File: config.mk
export PLATFORM = sky130hd
export DESIGN_NAME = admc_regs
export DESIGN_NICKNAME = d
export VERILOG_FILES = /design/src/shared/admc_pkg.sv /design/src/logic/admc_regs.sv
export SDC_FILE = /design/constraint.sdc
export NUM_CORES = 1
export LEC_CHECK = 0
export ABC_AREA = 0
export BUFFER_PORTS_ARGS = -buffer_cell sky130_fd_sc_hd__buf_4
export CORE_MARGIN = 2
export CORE_UTILIZATION = 55
export DETAILED_ROUTE_END_ITERATION = 10
export PLACE_DENSITY = 0.75
export SYNTH_ARGS = -nofsm -noshare
export SYNTH_HDL_FRONTEND = slang
export SYNTH_SLANG_ARGS = --single-unit
File: constraint.sdc
create_clock -name clock -period 8.5 [get_ports clock]
set_clock_uncertainty 0.1 [all_clocks]
set_input_delay 1.7 -clock clock [delete_from_list [all_inputs] [get_ports clock]]
set_output_delay 1.7 -clock clock [all_outputs]
set_load 0.01 [all_outputs]
File: src/shared/admc_pkg.sv
// Constants for the mode control register bank of a stereo audio converter.
// Assumes control words arrive already deserialised, one 16-bit word a strobe.
// Contract
// [RL1] Registers 16..21: word bit 15 high reads back, low stores the data.
// [RL2] Registers 22 and 23 are read-only; host writes change nothing.
// [RL3] Each channel has its own 8-bit attenuation code, 0 dB to -120 dB.
// [RL4] Attenuation in dB is half of (code minus 255); 255 is unity.
// [RL5] Codes 0 through 14 mute that channel completely.
// [RL6] Both attenuation codes reset to all ones.
// [RL7] Shared load bit: when 0 new codes are ignored, when 1 applied.
// [RL8] The load bit resets to 0.
// [RL9] Three-bit format field selects word format; 110 and 111 reserved.
// [RL10] Format field resets to 101, 24-bit I2S.
// [RL11] Two-bit de-emphasis rate: 00 off, 01 48k, 10 44.1k, 11 32k.
// [RL12] In one-bit stream mode the rate field selects FIR filter performance.
// [RL13] One de-emphasis enable for both channels, reset 0.
// [RL14] One soft-mute bit for both channels, reset 0.
// [RL15] Soft mute ramps through 256 steps at the step rate; here one step per code from the current level down to 0, at most 255.
// [RL16] Polarity invert bit flips both channels, reset 0.
// [RL17] Step rate: 00 every frame, 01 every 2, 10 every 4, 11 every 8.
// [RL18] Writing 1 to system reset bit gives one reset pulse; reads as 0.
// [RL19] Applied level steps one code per interval toward the loaded target.
// [RL20] Host must not program the reserved format codes.
package admc_pkg;

	localparam logic [6:0] ADMC_IDX_ATT_L   = 7'h10;
	localparam logic [6:0] ADMC_IDX_ATT_R   = 7'h11;
	localparam logic [6:0] ADMC_IDX_FMT     = 7'h12;
	localparam logic [6:0] ADMC_IDX_PHASE   = 7'h13;
	localparam logic [6:0] ADMC_IDX_SYS     = 7'h14;
	localparam logic [6:0] ADMC_IDX_ZCTL    = 7'h15;
	localparam logic [6:0] ADMC_IDX_ZFLAG   = 7'h16;
	localparam logic [6:0] ADMC_IDX_DEVNUM  = 7'h17;

	// Control word layout
	localparam int         ADMC_RW_BIT      = 15;
	localparam int         ADMC_IDX_LSB     = 8;

	localparam logic [7:0] ADMC_RST_ATT     = 8'hff;
	localparam logic [7:0] ADMC_RST_FMT     = 8'h50;
	localparam logic [7:0] ADMC_RST_PHASE   = 8'h00;
	localparam logic [7:0] ADMC_RST_SYS     = 8'h00;
	localparam logic [7:0] ADMC_RST_ZCTL    = 8'h01;

	// Writable bit masks; reserved and write-only bits read as zero
	localparam logic [7:0] ADMC_MASK_PHASE  = 8'hf7;
	localparam logic [7:0] ADMC_MASK_SYS    = 8'h3f;
	localparam logic [7:0] ADMC_MASK_ZCTL   = 8'h07;

	// Field positions
	localparam int         ADMC_BIT_LOAD    = 7;
	localparam int         ADMC_FMT_LSB     = 4;
	localparam int         ADMC_DEEMPH_LSB  = 2;
	localparam int         ADMC_BIT_DEEMPH  = 1;
	localparam int         ADMC_BIT_MUTE    = 0;
	localparam int         ADMC_BIT_INVERT  = 7;
	localparam int         ADMC_STEP_LSB    = 5;
	localparam int         ADMC_BIT_RESET   = 6;
	localparam int         ADMC_BIT_ONEBIT  = 5;

	localparam logic [7:0] ADMC_MUTE_TOP    = 8'h0e;
	localparam logic [7:0] ADMC_ATT_FLOOR   = 8'h00;

	typedef enum logic [2:0] {
		ADMC_FMT_RJ16 = 3'b000,
		ADMC_FMT_RJ20 = 3'b001,
		ADMC_FMT_RJ24 = 3'b010,
		ADMC_FMT_LJ24 = 3'b011,
		ADMC_FMT_I2S16 = 3'b100,
		ADMC_FMT_I2S24 = 3'b101,
		ADMC_FMT_RES6 = 3'b110,
		ADMC_FMT_RES7 = 3'b111
	} admc_format_t;

endpackage

File: src/logic/admc_regs.sv
// Mode control register bank: attenuation, soft mute ramp, format and mode bits.
// Assumes a serial port front end that hands over whole 16-bit control words,
// and a frame clock pin that is asynchronous to clock.
module admc_regs #(
	parameter logic [4:0] DEVICE_NUMBER = 5'h05 // Arbitrary value
) (
	input  wire logic        clock,
	input  wire logic        arst_n,
	input  wire logic        cmd_valid,
	input  wire logic [15:0] cmd_word,
	input  wire logic        frame_clock,
	input  wire logic        left_zero_flag,
	input  wire logic        right_zero_flag,
	output logic             rd_valid,
	output logic [7:0]       rd_data,
	output logic [7:0]       left_atten_code,
	output logic [7:0]       right_atten_code,
	output logic             left_muted,
	output logic             right_muted,
	output logic [2:0]       audio_word_format,
	output logic             format_reserved,
	output logic [1:0]       deemph_rate_select,
	output logic [1:0]       fir_perf_select,
	output logic             deemph_enable,
	output logic             soft_mute_active,
	output logic             output_polarity_invert,
	output logic [1:0]       atten_step_rate,
	output logic             one_bit_stream_mode,
	output logic             system_reset_pulse
);

	logic [7:0] reg_att_l_ff;
	logic [7:0] reg_att_r_ff;
	logic [7:0] reg_fmt_ff;
	logic [7:0] reg_phase_ff;
	logic [7:0] reg_sys_ff;
	logic [7:0] reg_zctl_ff;
	logic [7:0] tgt_l_ff;
	logic [7:0] tgt_r_ff;
	logic [7:0] lvl_l_ff;
	logic [7:0] lvl_r_ff;
	logic [2:0] fsync_ff;
	logic       fstate_ff;
	logic [2:0] frame_cnt_ff;
	logic       step_ff;
	logic       rd_valid_ff;
	logic [7:0] rd_data_ff;
	logic       reset_req_ff;
	logic [7:0] nxt_rd_data;
	logic [7:0] nxt_lvl_l;
	logic [7:0] nxt_lvl_r;
	logic [2:0] frame_div;
	logic       frame_rise;
	logic       wr_en;
	logic       rd_en;
	logic [6:0] idx;
	logic [7:0] wdata;
	logic       soft_reset;

	localparam int ADMC_IDX_LSB_W = admc_pkg::ADMC_IDX_LSB;

	assign idx   = cmd_word[14:ADMC_IDX_LSB_W];
	assign wdata = cmd_word[7:0];
	assign wr_en = cmd_valid && !cmd_word[admc_pkg::ADMC_RW_BIT]; // [RL1]
	assign rd_en = cmd_valid && cmd_word[admc_pkg::ADMC_RW_BIT];  // [RL1]
	assign soft_reset = reset_req_ff;

	// One step toward the target, never overshooting
	function automatic logic [7:0] step_toward(input logic [7:0] cur, input logic [7:0] tgt);
		logic [7:0] res;
		res = cur;
		if (cur < tgt) begin
			res = cur + 8'h01;
		end else if (cur > tgt) begin
			res = cur - 8'h01;
		end
		return res;
	endfunction

	function automatic logic is_muted(input logic [7:0] code);
		return code <= admc_pkg::ADMC_MUTE_TOP;
	endfunction

	// System reset bit: one clock wide, never stored in the register
	always_ff @(posedge clock or negedge arst_n) begin
		if (!arst_n) begin
			reset_req_ff <= 1'b0;
		end else begin
			reset_req_ff <= wr_en && (idx == admc_pkg::ADMC_IDX_SYS)
				&& wdata[admc_pkg::ADMC_BIT_RESET]; // [RL18]
		end
	end

	// Writable registers; reads of 22 and 23 never write
	always_ff @(posedge clock or negedge arst_n) begin
		if (!arst_n) begin
			reg_att_l_ff <= admc_pkg::ADMC_RST_ATT; // [RL6]
			reg_att_r_ff <= admc_pkg::ADMC_RST_ATT; // [RL6]
			reg_fmt_ff   <= admc_pkg::ADMC_RST_FMT; // [RL8] [RL10] [RL11] [RL13] [RL14]
			reg_phase_ff <= admc_pkg::ADMC_RST_PHASE; // [RL16] [RL17]
			reg_sys_ff   <= admc_pkg::ADMC_RST_SYS;
			reg_zctl_ff  <= admc_pkg::ADMC_RST_ZCTL;
		end else if (soft_reset) begin
			reg_att_l_ff <= admc_pkg::ADMC_RST_ATT; // [RL18]
			reg_att_r_ff <= admc_pkg::ADMC_RST_ATT;
			reg_fmt_ff   <= admc_pkg::ADMC_RST_FMT;
			reg_phase_ff <= admc_pkg::ADMC_RST_PHASE;
			reg_sys_ff   <= admc_pkg::ADMC_RST_SYS;
			reg_zctl_ff  <= admc_pkg::ADMC_RST_ZCTL;
		end else if (wr_en) begin
			unique case (idx)
				admc_pkg::ADMC_IDX_ATT_L: begin
					reg_att_l_ff <= wdata; // [RL3]
				end
				admc_pkg::ADMC_IDX_ATT_R: begin
					reg_att_r_ff <= wdata; // [RL3]
				end
				admc_pkg::ADMC_IDX_FMT: begin
					reg_fmt_ff <= wdata;
				end
				admc_pkg::ADMC_IDX_PHASE: begin
					reg_phase_ff <= wdata & admc_pkg::ADMC_MASK_PHASE;
				end
				admc_pkg::ADMC_IDX_SYS: begin
					reg_sys_ff <= wdata & admc_pkg::ADMC_MASK_SYS;
				end
				admc_pkg::ADMC_IDX_ZCTL: begin
					reg_zctl_ff <= wdata & admc_pkg::ADMC_MASK_ZCTL;
				end
				default: begin
					// Read-only and unmapped indices absorb writes
					reg_att_l_ff <= reg_att_l_ff; // [RL2]
				end
			endcase
		end
	end

	// Targets follow written codes only while the load bit is set
	always_ff @(posedge clock or negedge arst_n) begin
		if (!arst_n) begin
			tgt_l_ff <= admc_pkg::ADMC_RST_ATT;
			tgt_r_ff <= admc_pkg::ADMC_RST_ATT;
		end else if (soft_reset) begin
			tgt_l_ff <= admc_pkg::ADMC_RST_ATT;
			tgt_r_ff <= admc_pkg::ADMC_RST_ATT;
		end else if (wr_en && reg_fmt_ff[admc_pkg::ADMC_BIT_LOAD]) begin
			if (idx == admc_pkg::ADMC_IDX_ATT_L) begin
				tgt_l_ff <= wdata; // [RL7]
			end
			if (idx == admc_pkg::ADMC_IDX_ATT_R) begin
				tgt_r_ff <= wdata; // [RL7]
			end
		end
	end

	// Frame clock pin: three stages, edge seen once stages two and three agree
	always_ff @(posedge clock or negedge arst_n) begin
		if (!arst_n) begin
			fsync_ff  <= 3'h0;
			fstate_ff <= 1'b0;
		end else begin
			fsync_ff <= {fsync_ff[1:0], frame_clock};
			if (fsync_ff[1] == fsync_ff[2]) begin
				fstate_ff <= fsync_ff[2];
			end
		end
	end

	assign frame_rise = (fsync_ff[1] == fsync_ff[2]) && fsync_ff[2] && !fstate_ff;

	// Divider is 1, 2, 4 or 8 frames
	assign frame_div = 3'((4'h1 << reg_phase_ff[admc_pkg::ADMC_STEP_LSB +: 2]) - 4'h1); // [RL17]

	always_ff @(posedge clock or negedge arst_n) begin
		if (!arst_n) begin
			frame_cnt_ff <= 3'h0;
			step_ff      <= 1'b0;
		end else begin
			step_ff <= 1'b0;
			if (frame_rise) begin
				if (frame_cnt_ff >= frame_div) begin
					frame_cnt_ff <= 3'h0;
					step_ff      <= 1'b1; // [RL17]
				end else begin
					frame_cnt_ff <= frame_cnt_ff + 3'h1;
				end
			end
		end
	end

	// Soft mute drives the target to the floor; the ramp then walks one code per step from the current level down to code 0
	always_comb begin
		nxt_lvl_l = step_toward(lvl_l_ff, reg_fmt_ff[admc_pkg::ADMC_BIT_MUTE] ?
			admc_pkg::ADMC_ATT_FLOOR : tgt_l_ff); // [RL15] [RL19]
		nxt_lvl_r = step_toward(lvl_r_ff, reg_fmt_ff[admc_pkg::ADMC_BIT_MUTE] ?
			admc_pkg::ADMC_ATT_FLOOR : tgt_r_ff); // [RL15] [RL19]
	end

	always_ff @(posedge clock or negedge arst_n) begin
		if (!arst_n) begin
			lvl_l_ff <= admc_pkg::ADMC_RST_ATT;
			lvl_r_ff <= admc_pkg::ADMC_RST_ATT;
		end else if (soft_reset) begin
			lvl_l_ff <= admc_pkg::ADMC_RST_ATT;
			lvl_r_ff <= admc_pkg::ADMC_RST_ATT;
		end else if (step_ff) begin
			lvl_l_ff <= nxt_lvl_l; // [RL19]
			lvl_r_ff <= nxt_lvl_r; // [RL19]
		end
	end

	// Readback; reserved bits are already zero in storage
	always_comb begin
		nxt_rd_data = 8'h00;
		unique case (idx)
			admc_pkg::ADMC_IDX_ATT_L: nxt_rd_data = reg_att_l_ff;
			admc_pkg::ADMC_IDX_ATT_R: nxt_rd_data = reg_att_r_ff;
			admc_pkg::ADMC_IDX_FMT: nxt_rd_data = reg_fmt_ff;
			admc_pkg::ADMC_IDX_PHASE: nxt_rd_data = reg_phase_ff;
			admc_pkg::ADMC_IDX_SYS: nxt_rd_data = reg_sys_ff;
			admc_pkg::ADMC_IDX_ZCTL: nxt_rd_data = reg_zctl_ff;
			admc_pkg::ADMC_IDX_ZFLAG: nxt_rd_data = {6'h00, right_zero_flag, left_zero_flag};
			admc_pkg::ADMC_IDX_DEVNUM: nxt_rd_data = {3'h0, DEVICE_NUMBER};
			default: nxt_rd_data = 8'h00;
		endcase
	end

	always_ff @(posedge clock or negedge arst_n) begin
		if (!arst_n) begin
			rd_valid_ff <= 1'b0;
			rd_data_ff  <= 8'h00;
		end else begin
			rd_valid_ff <= rd_en; // [RL1]
			if (rd_en) begin
				rd_data_ff <= nxt_rd_data;
			end
		end
	end

	// Decoded controls, all registered
	always_ff @(posedge clock or negedge arst_n) begin
		if (!arst_n) begin
			left_atten_code        <= admc_pkg::ADMC_RST_ATT;
			right_atten_code       <= admc_pkg::ADMC_RST_ATT;
			left_muted             <= 1'b0;
			right_muted            <= 1'b0;
			audio_word_format      <= admc_pkg::ADMC_FMT_I2S24;
			format_reserved        <= 1'b0;
			deemph_rate_select     <= 2'h0;
			fir_perf_select        <= 2'h0;
			deemph_enable          <= 1'b0;
			soft_mute_active       <= 1'b0;
			output_polarity_invert <= 1'b0;
			atten_step_rate        <= 2'h0;
			one_bit_stream_mode    <= 1'b0;
		end else begin
			// Code 255 is unity gain, each code below it is half a dB
			left_atten_code    <= lvl_l_ff; // [RL3] [RL4]
			right_atten_code   <= lvl_r_ff; // [RL3] [RL4]
			left_muted         <= is_muted(lvl_l_ff); // [RL5]
			right_muted        <= is_muted(lvl_r_ff); // [RL5]
			audio_word_format  <= reg_fmt_ff[admc_pkg::ADMC_FMT_LSB +: 3]; // [RL9]
			// Reserved codes are flagged so the datapath can hold off
			// Both 11x codes are reserved, so only the top two field bits matter
			format_reserved    <= reg_fmt_ff[admc_pkg::ADMC_FMT_LSB + 1 +: 2] == 2'h3; // [RL9] [RL20]
			// The same two bits serve one of two meanings
			if (reg_sys_ff[admc_pkg::ADMC_BIT_ONEBIT]) begin
				deemph_rate_select <= 2'h0; // [RL12]
				fir_perf_select    <= reg_fmt_ff[admc_pkg::ADMC_DEEMPH_LSB +: 2]; // [RL12]
			end else begin
				deemph_rate_select <= reg_fmt_ff[admc_pkg::ADMC_DEEMPH_LSB +: 2]; // [RL11]
				fir_perf_select    <= 2'h0;
			end
			deemph_enable          <= reg_fmt_ff[admc_pkg::ADMC_BIT_DEEMPH]; // [RL13]
			soft_mute_active       <= reg_fmt_ff[admc_pkg::ADMC_BIT_MUTE]; // [RL14]
			output_polarity_invert <= reg_phase_ff[admc_pkg::ADMC_BIT_INVERT]; // [RL16]
			atten_step_rate        <= reg_phase_ff[admc_pkg::ADMC_STEP_LSB +: 2]; // [RL17]
			one_bit_stream_mode    <= reg_sys_ff[admc_pkg::ADMC_BIT_ONEBIT];
		end
	end

	assign rd_valid           = rd_valid_ff;
	assign rd_data            = rd_data_ff;
	assign system_reset_pulse = reset_req_ff;

endmodule

# Word level (Yosys, flattened, before mapping)
# Index checks and enable logic that the tools add are counted.
[word_totals]
register_bits = 130
wordCells = 122
output_inout_bits = 42
[classes]
n_eq_ne = 10
shifts = 1
n_reduce_logical = 30
n_addsub = 6
mux = 38
magnitude_cmp = 7
[op_table]
columns = ["op", "count"]
rows = [
  ["2-to-1 mux 8 bit", 32],
  ["case mux 8 bit (8 select lines)", 1],
  ["== test 7 x 5 -> 1 bit (second input constant)", 8],
  ["AND reduction 2 bit", 10],
  ["nonzero test 2 bit", 9],
  ["adder 8 x 1 -> 8 bit (second input constant)", 2],
  ["> comparator 8 bit", 2],
  ["less-or-equal comparator 8 x 4 -> 1 bit (second input constant)", 2],
  ["< comparator 8 bit", 2],
  ["subtractor 8 x 1 -> 8 bit (second input constant)", 2],
  ["logical AND 1 bit", 7],
  ["nonzero test 3 bit", 2],
  ["2-to-1 mux 2 bit", 2],
  ["adder 3 x 1 -> 3 bit (second input constant)", 1],
  ["greater-or-equal comparator 3 bit", 1],
  ["2-to-1 mux 3 bit", 1],
  ["<< shifter 1 x 2 -> 3 bit (first input constant)", 1],
  ["subtractor 3 x 1 -> 3 bit (second input constant)", 1],
  ["== test 2 bit (second input constant)", 1],
  ["logical NOT 1 bit", 2],
  ["2-to-1 mux 1 bit", 2],
  ["== test 1 bit", 1],
]

# Depth between registers and ports, before layout
# Gate-level depths: netlist (run 1).
[depth]
word_depth = 6
ltp_mapped = 14
depth_no_buf = 14

# Worst setup path after synthesis (run 1)
# No wires, ideal clock.
[synth_timing]
path_type = "reg2reg"
startpoint = "register reg_fmt_ff[0]"
endpoint = "register lvl_r_ff[7]"
arrival_time_ps = 3387
slack_ps = 4931
path_buffers = 1
period_less_slack_ps = 3569
stages_incl_launch_ff = 15
cell_sequence = "dfrtp_1 -> clkbuf_1 -> nand2b_1 -> ha_1 -> a21o_1 -> or2_2 -> a21oi_1 -> inv_1 -> ha_1 -> a21o_1 -> a21oi_1 -> o31a_1 -> or4b_2 -> o31ai_1 -> nor2_1"
[synth_via]
elab_chain_cells = 5
[synth_lines]
columns = ["element", "line", "source"]
rows = [
  ["from (decl)", "admc_regs.sv:34", "logic [7:0] reg_fmt_ff;"],
  ["from (signal assigned)", "admc_regs.sv:99", "reg_fmt_ff <= admc_pkg::ADMC_RST_FMT;"],
  ["from (signal assigned)", "admc_regs.sv:106", "reg_fmt_ff <= admc_pkg::ADMC_RST_FMT;"],
  ["from (signal assigned)", "admc_regs.sv:119", "reg_fmt_ff <= wdata;"],
  ["2-to-1 mux 8 bit (*)", "admc_regs.sv:195", "nxt_lvl_r = step_toward(lvl_r_ff, reg_fmt_ff[admc_pkg::ADMC_BIT_MUTE] ?"],
  ["< comparator 8 bit", "admc_regs.sv:72", "if (cur < tgt) begin"],
  ["2-to-1 mux 8 bit", "admc_regs.sv:72", ""],
  ["2-to-1 mux 8 bit", "admc_regs.sv:206", "end else if (step_ff) begin"],
  ["2-to-1 mux 8 bit", "admc_regs.sv:203", "end else if (soft_reset) begin"],
  ["to (signal assigned)", "admc_regs.sv:202", "lvl_r_ff <= admc_pkg::ADMC_RST_ATT;"],
  ["to (signal assigned)", "admc_regs.sv:205", "lvl_r_ff <= admc_pkg::ADMC_RST_ATT;"],
  ["to (signal assigned)", "admc_regs.sv:208", "lvl_r_ff <= nxt_lvl_r;"],
  ["to (decl)", "admc_regs.sv:41", "logic [7:0] lvl_r_ff;"],
]
# Every way passes the cells marked *; elsewhere a longest branch is shown, timed or not. The select of a mux whose other input is x is not followed.
# A chain may end at the register's enable or synchronous reset.

# Worst setup path after layout (run 1)
# Ends and elaborated chain as after synthesis.

==> results of run 1 <==
==> synth_stat cells, types with 5 or more instances <==
| library cell | instances | area (um2) |
|---|---|---|
| sky130_fd_sc_hd__a31oi_1 | 7 | 43.8 |
| sky130_fd_sc_hd__dfrtp_1 | 53 | 1330 |
| sky130_fd_sc_hd__mux2i_1 | 24 | 240 |
| sky130_fd_sc_hd__dfstp_2 | 69 | 1810 |
| sky130_fd_sc_hd__inv_1 | 12 | 45.0 |
| sky130_fd_sc_hd__xnor2_1 | 5 | 43.8 |
| sky130_fd_sc_hd__nor2_1 | 40 | 150 |
| sky130_fd_sc_hd__buf_2 | 10 | 50.1 |
| sky130_fd_sc_hd__clkbuf_1 | 15 | 56.3 |
| sky130_fd_sc_hd__and3_1 | 19 | 119 |
| sky130_fd_sc_hd__a211o_1 | 36 | 315 |
| sky130_fd_sc_hd__ha_1 | 35 | 438 |
| sky130_fd_sc_hd__xor2_1 | 5 | 43.8 |
| sky130_fd_sc_hd__o22a_1 | 18 | 158 |
| sky130_fd_sc_hd__o21ai_0 | 18 | 90.1 |
| sky130_fd_sc_hd__nand2_1 | 24 | 90.1 |
| sky130_fd_sc_hd__nor2b_1 | 29 | 181 |
| sky130_fd_sc_hd__nand2b_1 | 19 | 119 |
| sky130_fd_sc_hd__a21oi_1 | 21 | 105 |
==> how the worst max path moves through the flow <==
stage / start / slack (ns) / end
finish: reg_fmt_ff[0] / 4.50 / lvl_r_ff[7]
detailed placement: cmd_word[14] / 4.36 / tgt_r_ff[0]
global placement: cmd_word[14] / 4.51 / tgt_r_ff[6]
global route: reg_fmt_ff[0] / 4.26 / lvl_r_ff[7]
CTS: reg_fmt_ff[0] / 4.51 / lvl_r_ff[7]
floorplan: reg_fmt_ff[0] / 4.93 / lvl_r_ff[7]
==> sequential cells by signal, indices dropped and copies added, names as in the netlist, 2 cells and up <==
signal	cells
frame_cnt_ff	3
reg_att_l_ff	8
fsync_ff	3
tgt_r_ff	8
reg_zctl_ff	3
lvl_l_ff	8
tgt_l_ff	8
lvl_r_ff	8
fir_perf_select	2
right_atten_code	8
left_atten_code	8
reg_phase_ff	7
reg_att_r_ff	8
atten_step_rate	2
reg_fmt_ff	8
reg_sys_ff	6
deemph_rate_select	2
rd_data	8
audio_word_format	3
==> power by group <==
part | internal [mW] | switching, mW
Combinational | 0.386 | 0.394
Clock | 0.483 | 0.259
Sequential | 0.738 | 0.0995
Total | 1.61 | 0.753
==> final cells by class <==
type	count	area, um2	share of cell area
clock buffers	21	470	0.0638
clock inverters	11	145	0.0197
well taps	140	175	0.0238
multi-input cells	388	2900	0.394
flip-flops and latches	122	3140	0.426
inverters	12	45.0	0.00611
repair buffers	65	488	0.0662
==> metrics by stage <==
stage	area [um2]	cells	setup slack, ns	utilization	power, mW
CTS	7370	759	4.51	0.674	2.37
global placement	6750	727	4.51	0.618	1.59
detailed placement	6750	727	4.36	0.618	1.62
global route	7370	759	4.26	0.674	2.52
finish	7370	759	4.50	0.674	2.36
floorplan	6220	550	4.93	-	1.41
==> cell families (layout without fill, tap and decap cells) <==
logic type                 after synthesis  count (layout)  share of synthesized area
and+or+nand+nor                        172             172                      0.154
AOI/OAI and AO/OA                      138             138                      0.165
DFF                                    122             122                      0.505
buffers and inverters                   40             109                     0.0286
adders and majority gates               37              37                     0.0768
muxes                                   31              31                     0.0567
xor gates and xnor gates                10              10                     0.0141
==> worst register-to-register path, cell delays in order, from the launching register on <==
cell                       delay [ns]
sky130_fd_sc_hd__dfrtp_1         0.55
sky130_fd_sc_hd__nand2b_1        0.24
sky130_fd_sc_hd__ha_1            0.28
sky130_fd_sc_hd__nor2b_1         0.14
sky130_fd_sc_hd__o211a_1         0.21
sky130_fd_sc_hd__or2_2           0.32
sky130_fd_sc_hd__a21oi_1         0.25
sky130_fd_sc_hd__inv_1           0.21
sky130_fd_sc_hd__ha_1            0.33
sky130_fd_sc_hd__a21o_1          0.10
sky130_fd_sc_hd__a21oi_1         0.10
sky130_fd_sc_hd__o31a_1          0.33
sky130_fd_sc_hd__or4b_2          0.61
sky130_fd_sc_hd__o31ai_1         0.09
sky130_fd_sc_hd__nor2_1          0.07
==> metal layers <==
layer  up-vias  global-route usage
met4         0               0.107
li1       2136                   -
met3        27              0.0529
met2       117               0.391
met5         -                   0
met1      2222               0.315
==> impl_results.rst, run 1 <==
.. list-table::
   :header-rows: 1

   * - Metric
     - Value
   * - Global placer's final weighted congestion
     - 0.821
   * - Clock Sink Count
     - 122
   * - Number of placement rows
     - 38
   * - Wire length the detailed router placed on met1
     - 5870 um
   * - Detailed Place HPWL
     - 8940 um
   * - Min Hold Slack
     - 0.272 ns
   * - Number of H-tree levels
     - 4
   * - Number of warning messages in the yosys log
     - 0
   * - Register bit total from synthesis
     - 122
   * - Worst path bufs/invs
     - 1
   * - Sequential element share of the synthesized area
     - 0.505
   * - Met2 Wirelength
     - 6520 um
   * - First-pass GRT wire length
     - 22,300 um
   * - Worst hold path startpoint
     - reg_fmt_ff[4]
   * - Area of the core
     - 0.0109 mm2
   * - Most used cells in the layout excluding fill and tap cells
     - 69 x sky130_fd_sc_hd__dfstp_2, 65 x sky130_fd_sc_hd__buf_4, 52 x sky130_fd_sc_hd__dfrtp_1, 40 x sky130_fd_sc_hd__nor2_1, 36 x sky130_fd_sc_hd__a211o_1
   * - Slowest CP cell
     - sky130_fd_sc_hd__or4b_2
   * - Final TNS setup
     - 0 ns
   * - Cell depth of the worst setup path
     - 14
   * - Max Cap Viol
     - 0
   * - Number of synthesized flops with an enable pin
     - 0
   * - Number of nets still failing antenna checks after routing
     - 0
   * - Type of destination of the critical path
     - register
   * - Most used DFF post-synth
     - sky130_fd_sc_hd__dfstp_2
   * - Horizontal die dimension
     - 110 um
   * - Total Die Area
     - 0.0122 mm2
   * - CP max stage delay
     - 0.61 ns
   * - Worst path cell trace
     - nand2b_1 -> ha_1 -> nor2b_1 -> o211a_1 -> or2_2 -> a21oi_1 -> inv_1 -> ha_1 -> a21o_1 -> a21oi_1 -> o31a_1 -> or4b_2 -> o31ai_1 -> nor2_1
   * - RSZ-0062 raised after global routing
     - no
   * - Most common library cell in the layout ignoring fill and taps
     - sky130_fd_sc_hd__dfstp_2
   * - Pin count of the biggest net entering global routing
     - 81
   * - Detail-routed via count per cell
     - 5.93
   * - First-pass iteration count of the detailed router
     - 4
   * - Detailed Route Iter0 Violations
     - 236
   * - Overall global routing resource usage
     - 0.242
   * - Cell count of the worst reg-to-reg path
     - 14
   * - Number of buffers inserted by port buffering
     - 63
   * - Worst-path fanout max
     - 19
   * - Actual slew at the worst max-slew pin
     - 0.856 ns
   * - Top Ports
     - 64
   * - Post-synth cell types
     - 64
   * - Starting density of the core
     - 0.569
   * - Top layer used by detailed routing
     - met4
   * - WP data arrival
     - 4.24 ns
   * - F_max
     - 250 MHz
   * - Mean Syn Cell Area
     - 11.3 um2
   * - Residual overflow from global routing
     - 0
   * - Worst endpoint required time
     - 8.74 ns
   * - Drt wl/cell
     - 17.5 um
   * - Detailed Route WL
     - 13,300 um
   * - Outcome
     - finished, final reports clean
   * - Share of the clock period used by the worst path
     - 0.471
   * - Critical R2R Launch
     - reg_fmt_ff[0]
   * - Routed wl met3
     - 593 um
   * - Final hold violation count
     - 0
   * - Clock transition at the registers of the reported paths
     - 0.06 ns
   * - Total number of nets in the final design
     - 665
   * - CTS buffer count
     - 17
   * - IR Drop Worst-Case VDD
     - 0.208 mV
   * - # DRC
     - 0
   * - Count of pins over their slew limit
     - 0
   * - Startpoint type of the worst setup path
     - register
   * - Via Count
     - 4,502
   * - Vert. Die Dim
     - 110 um
   * - Setup violation total in the final timing report
     - 0
   * - Reported leakage power
     - 3.59 nW
   * - Mapped Cells
     - 550
   * - Antenna violations before repair
     - 0
   * - Type of the tightest min-delay check
     - reg -> reg
   * - Post-CTS repair timing setup buffer count
     - 0
   * - Synthesized netlist net count
     - 609
   * - Reg-to-reg endpoint
     - lvl_r_ff[7]
   * - Endpoint of the worst hold-timing path
     - audio_word_format[0]
   * - Final critical delay including setup and external delays
     - 4.00 ns
   * - Worst rel slew slack
     - 0.425
   * - Critical path type
     - reg -> reg
   * - CP delay by family, top
     - simple AND/OR/NAND/NOR gates
   * - Clock latency at the later pin of the worst-skew pair
     - 0.42 ns
   * - Total power divided by cell area
     - 320 mW/mm2
   * - Share of post-route cells with drive strength above 1
     - 0.300
   * - Worst reg-to-reg setup slack
     - 4.50 ns
   * - Root Driver
     - sky130_fd_sc_hd__clkbuf_16
   * - Diodes inserted
     - 0
   * - Area growth from synthesis to final layout
     - 18.4%
   * - Netlist Area Pre-Place
     - 0.00622 mm2
   * - Async set or reset register ratio after synthesis
     - 1.00
   * - CTS tree
     - done
   * - Fill cell total of the finished layout
     - 835
   * - Maximum count of clock buffers along a single path
     - 2
   * - Count of instances resized after the clock tree is built
     - 0
   * - Number of global-route vias before repair
     - 4,504
   * - Instance count along the most critical hold path
     - 0
   * - Number of buffers inserted for hold repair after clock tree synthesis
     - 0
Power figures use the tool's default switching activity.
==> run 2: changes to the inputs <==
- ABC_AREA: 0 -> 1
- CORE_UTILIZATION: 55 -> 53
- PLACE_DENSITY: 0.75 -> 0.76
- clock period: 8.5 -> 3.24 ns (I/O delays scaled with it)
==> impl_results.rst, run 2 <==
.. list-table::
   :header-rows: 1

   * - Metric
     - Value
   * - Outcome
     - finished, final reports clean
   * - Worst endpoint required time
     - 3.49 ns
   * - Total number of nets in the final design
     - 809
   * - F_max
     - 337 MHz
   * - Number of H-tree levels
     - 4
   * - Via Count
     - 4,876
   * - Maximum count of clock buffers along a single path
     - 2
   * - Fill cell total of the finished layout
     - 896
   * - Crit path setup slack, layout
     - 0.277 ns
   * - Count of pins over their slew limit
     - 0
   * - CTS buffer count
     - 17
   * - Number of warning messages in the yosys log
     - 0
   * - Worst rel slew slack
     - 0.450
   * - Detailed Route WL
     - 13,600 um
   * - Area share of the largest cell type after synthesis
     - 0.302
   * - Max Cap Viol
     - 0
   * - Top Ports
     - 64
   * - Number of global-route vias before repair
     - 4,849
   * - Area growth from synthesis to final layout
     - 20.0%
   * - Type of the tightest min-delay check
     - in -> async
   * - Number of nets still failing antenna checks after routing
     - 0
   * - Slowest CP cell
     - sky130_fd_sc_hd__dfrtp_2
   * - Global placer's final weighted congestion
     - 0.968
   * - Actual slew at the worst max-slew pin
     - 0.825 ns
   * - Number of synthesized flops with an enable pin
     - 0
   * - Sequential element share of the synthesized area
     - 0.523
   * - Async set or reset register ratio after synthesis
     - 1.00
   * - Number of placement rows
     - 38
   * - Total power divided by cell area
     - 824 mW/mm2
   * - Drt wl/cell
     - 15.0 um
   * - IR Drop Worst-Case VDD
     - 0.493 mV
   * - Most frequent cell after synthesis
     - sky130_fd_sc_hd__nand2_1
   * - Worst path cell trace
     - clkinvlp_4 -> nand2_1 -> ha_1 -> a21oi_1 -> nor2_1 -> nor2_1 -> nand2_2 -> ha_1 -> a21oi_1 -> nand2_1 -> nand2_1 -> nand3_1 -> inv_1 -> nand3_1 -> nand2_1 -> nor2_1 -> nor2_1
   * - Register bit total from synthesis
     - 122
   * - Share of the clock period used by the worst path
     - 0.915
   * - Post-layout utilization of the core
     - 0.659
   * - Worst path bufs/invs
     - 2
   * - Worst-path fanout max
     - 11
   * - Min Hold Slack
     - 0.0367 ns
   * - Setup violation total in the final timing report
     - 0
   * - # DRC
     - 0
   * - Number of buffers inserted for hold repair after clock tree synthesis
     - 0
   * - Most used DFF post-synth
     - sky130_fd_sc_hd__dfstp_2
   * - First-pass GRT wire length
     - 22,900 um
   * - Most used cells in the layout excluding fill and tap cells
     - 180 x sky130_fd_sc_hd__nand2_1, 79 x sky130_fd_sc_hd__nor2_1, 69 x sky130_fd_sc_hd__dfstp_2, 68 x sky130_fd_sc_hd__buf_4, 60 x sky130_fd_sc_hd__inv_1
   * - CP delay by family, top
     - simple AND/OR/NAND/NOR gates
   * - Detail-routed via count per cell
     - 5.40
   * - Post-synth cell types
     - 38
   * - Antenna violations before repair
     - 0
   * - Number of buffers inserted by port buffering
     - 63
   * - Root Driver
     - sky130_fd_sc_hd__clkbuf_16
   * - Overall global routing resource usage
     - 0.233
   * - Detailed Route Iter0 Violations
     - 296
   * - Share of post-route cells with drive strength above 1
     - 0.261
   * - Diodes inserted
     - 0
   * - Final TNS setup
     - 0 ns
   * - Detailed Place HPWL
     - 9390 um
   * - Critical path type
     - reg -> reg
   * - Clock transition at the registers of the reported paths
     - 0.05 ns
   * - Synthesized netlist net count
     - 730
   * - Pin count of the biggest net entering global routing
     - 64
   * - Final hold violation count
     - 0
   * - Most common library cell in the layout ignoring fill and taps
     - sky130_fd_sc_hd__nand2_1
   * - Area of the core
     - 0.0109 mm2
   * - Synth top cells by count
     - 182 x sky130_fd_sc_hd__nand2_1, 79 x sky130_fd_sc_hd__nor2_1, 69 x sky130_fd_sc_hd__dfstp_2, 61 x sky130_fd_sc_hd__inv_1, 53 x sky130_fd_sc_hd__dfrtp_1
   * - First-pass iteration count of the detailed router
     - 4
   * - Starting density of the core
     - 0.549
   * - Clock Sink Count
     - 122
   * - Largest area contributor in the synthesized netlist
     - sky130_fd_sc_hd__dfstp_2
   * - Netlist Area Pre-Place
     - 0.00600 mm2
   * - Mapped Cells
     - 671
   * - CTS tree
     - done
   * - Residual overflow from global routing
     - 0
   * - Vert. Die Dim
     - 110 um
   * - Horizontal die dimension
     - 110 um
   * - Post-placement worst setup slack
     - 0.0539 ns
   * - Startpoint type of the worst setup path
     - register
   * - Reported leakage power
     - 3.47 nW
   * - RSZ-0062 raised after global routing
     - no
   * - Clock latency at the later pin of the worst-skew pair
     - 0.42 ns
   * - Cell types with the largest area share after synthesis
     - sky130_fd_sc_hd__dfstp_2 30%, sky130_fd_sc_hd__dfrtp_1 22%, sky130_fd_sc_hd__nand2_1 11%, sky130_fd_sc_hd__ha_1 7.3%, sky130_fd_sc_hd__nor2_1 4.9%
   * - WP data arrival
     - 3.22 ns
   * - Total Die Area
     - 0.0122 mm2
   * - Type of destination of the critical path
     - register
   * - Final critical delay including setup and external delays
     - 2.96 ns
   * - Mean Syn Cell Area
     - 8.95 um2
   * - CP max stage delay
     - 0.44 ns
-- run 2: cell types whose count changed in the layout (fill, tap and decap cells not counted), moves of 21 or more --
| cell | delta |
|---|---|
| sky130_fd_sc_hd__inv_1 | +48 |
| sky130_fd_sc_hd__a211o_1 | -36 |
| sky130_fd_sc_hd__nor2b_1 | -29 |
| sky130_fd_sc_hd__o21ai_0 | +28 |
| sky130_fd_sc_hd__nand2_1 | +156 |
| sky130_fd_sc_hd__nand3_1 | +21 |
| sky130_fd_sc_hd__mux2i_1 | -24 |
| sky130_fd_sc_hd__nor2_1 | +39 |
-- run 2: worst paths after layout --
kind                       cells after the start  slack (ns)          start          end
setup reg to reg                              17        0.28  reg_fmt_ff[0]  lvl_l_ff[7]
setup / recovery                              17        0.28  reg_fmt_ff[0]  lvl_l_ff[7]
hold reg to reg                                0        0.25    fsync_ff[0]  fsync_ff[1]
min in group clock                             1        0.23    frame_clock  fsync_ff[0]
max in group asynchronous                      2        2.24         arst_n  lvl_r_ff[0]
hold / removal                                 1        0.04         arst_n  right_muted
-- run 2: cell type report --
cell class                 count  area, um2  share of cell area
sequential                   122       3140               0.436
clock buffer                  30        534              0.0741
timing repair buffer          69        531              0.0736
multi-input combinational    472       2550               0.354
clock inverter                 2       10.0             0.00139
tap                          140        175              0.0243
timing repair inverter         1       7.51             0.00104
inverter                      67        256              0.0356
-- run 2: metal layers --
metal / part of all wire / global-route usage
met2: 0.50 / 0.388
met4: 0.037 / 0.120
met3: 0.057 / 0.0521
met5: 0 / 0
met1: 0.41 / 0.284
-- run 2: cell families after synthesis --
group / after synthesis / share of synthesized area
buffers and inverters: 77 / 0.0529
AND/OR/NAND/NOR: 318 / 0.221
AO/OA/AOI/OAI: 106 / 0.107
multiplexers: 1 / 0.00188
adder cells (fa/ha/maj): 37 / 0.0796
flip-flops: 122 / 0.523
XOR/XNOR: 10 / 0.0146
-- run 2: what timing repair did --
action	4_1_cts	5_1_grt
setup buffers	0	2
gates resized for setup	0	5
endpoints found under the setup margin	0	10
-- run 2: stage by stage --
step | power [mW] | instances | instance area [um2]
finish | 5.94 | 903 | 7210
global route | 6.33 | 903 | 7210
CTS | 5.92 | 900 | 7170
floorplan | 3.56 | 671 | 6000
detailed placement | 4.17 | 868 | 6630
global placement | 4.03 | 868 | 6630
-- run 2: worst register-to-register path, stage by stage (launching register included) --
cell	delay (ns)
sky130_fd_sc_hd__dfrtp_2	0.44
sky130_fd_sc_hd__clkinvlp_4	0.20
sky130_fd_sc_hd__nand2_1	0.10
sky130_fd_sc_hd__ha_1	0.24
sky130_fd_sc_hd__a21oi_1	0.17
sky130_fd_sc_hd__nor2_1	0.06
sky130_fd_sc_hd__nor2_1	0.18
sky130_fd_sc_hd__nand2_2	0.20
sky130_fd_sc_hd__ha_1	0.41
sky130_fd_sc_hd__a21oi_1	0.17
sky130_fd_sc_hd__nand2_1	0.12
sky130_fd_sc_hd__nand2_1	0.08
sky130_fd_sc_hd__nand3_1	0.09
sky130_fd_sc_hd__inv_1	0.07
sky130_fd_sc_hd__nand3_1	0.07
sky130_fd_sc_hd__nand2_1	0.07
sky130_fd_sc_hd__nor2_1	0.04
sky130_fd_sc_hd__nor2_1	0.09
-- run 2: report_power, final --
| part | switching (mW) | internal, mW | total (mW) |
|---|---|---|---|
| clock | 0.636 | 1.10 | 1.73 |
| sequential | 0.234 | 1.94 | 2.17 |
| combinational | 1.16 | 0.874 | 2.03 |
| total | 2.03 | 3.91 | 5.94 |
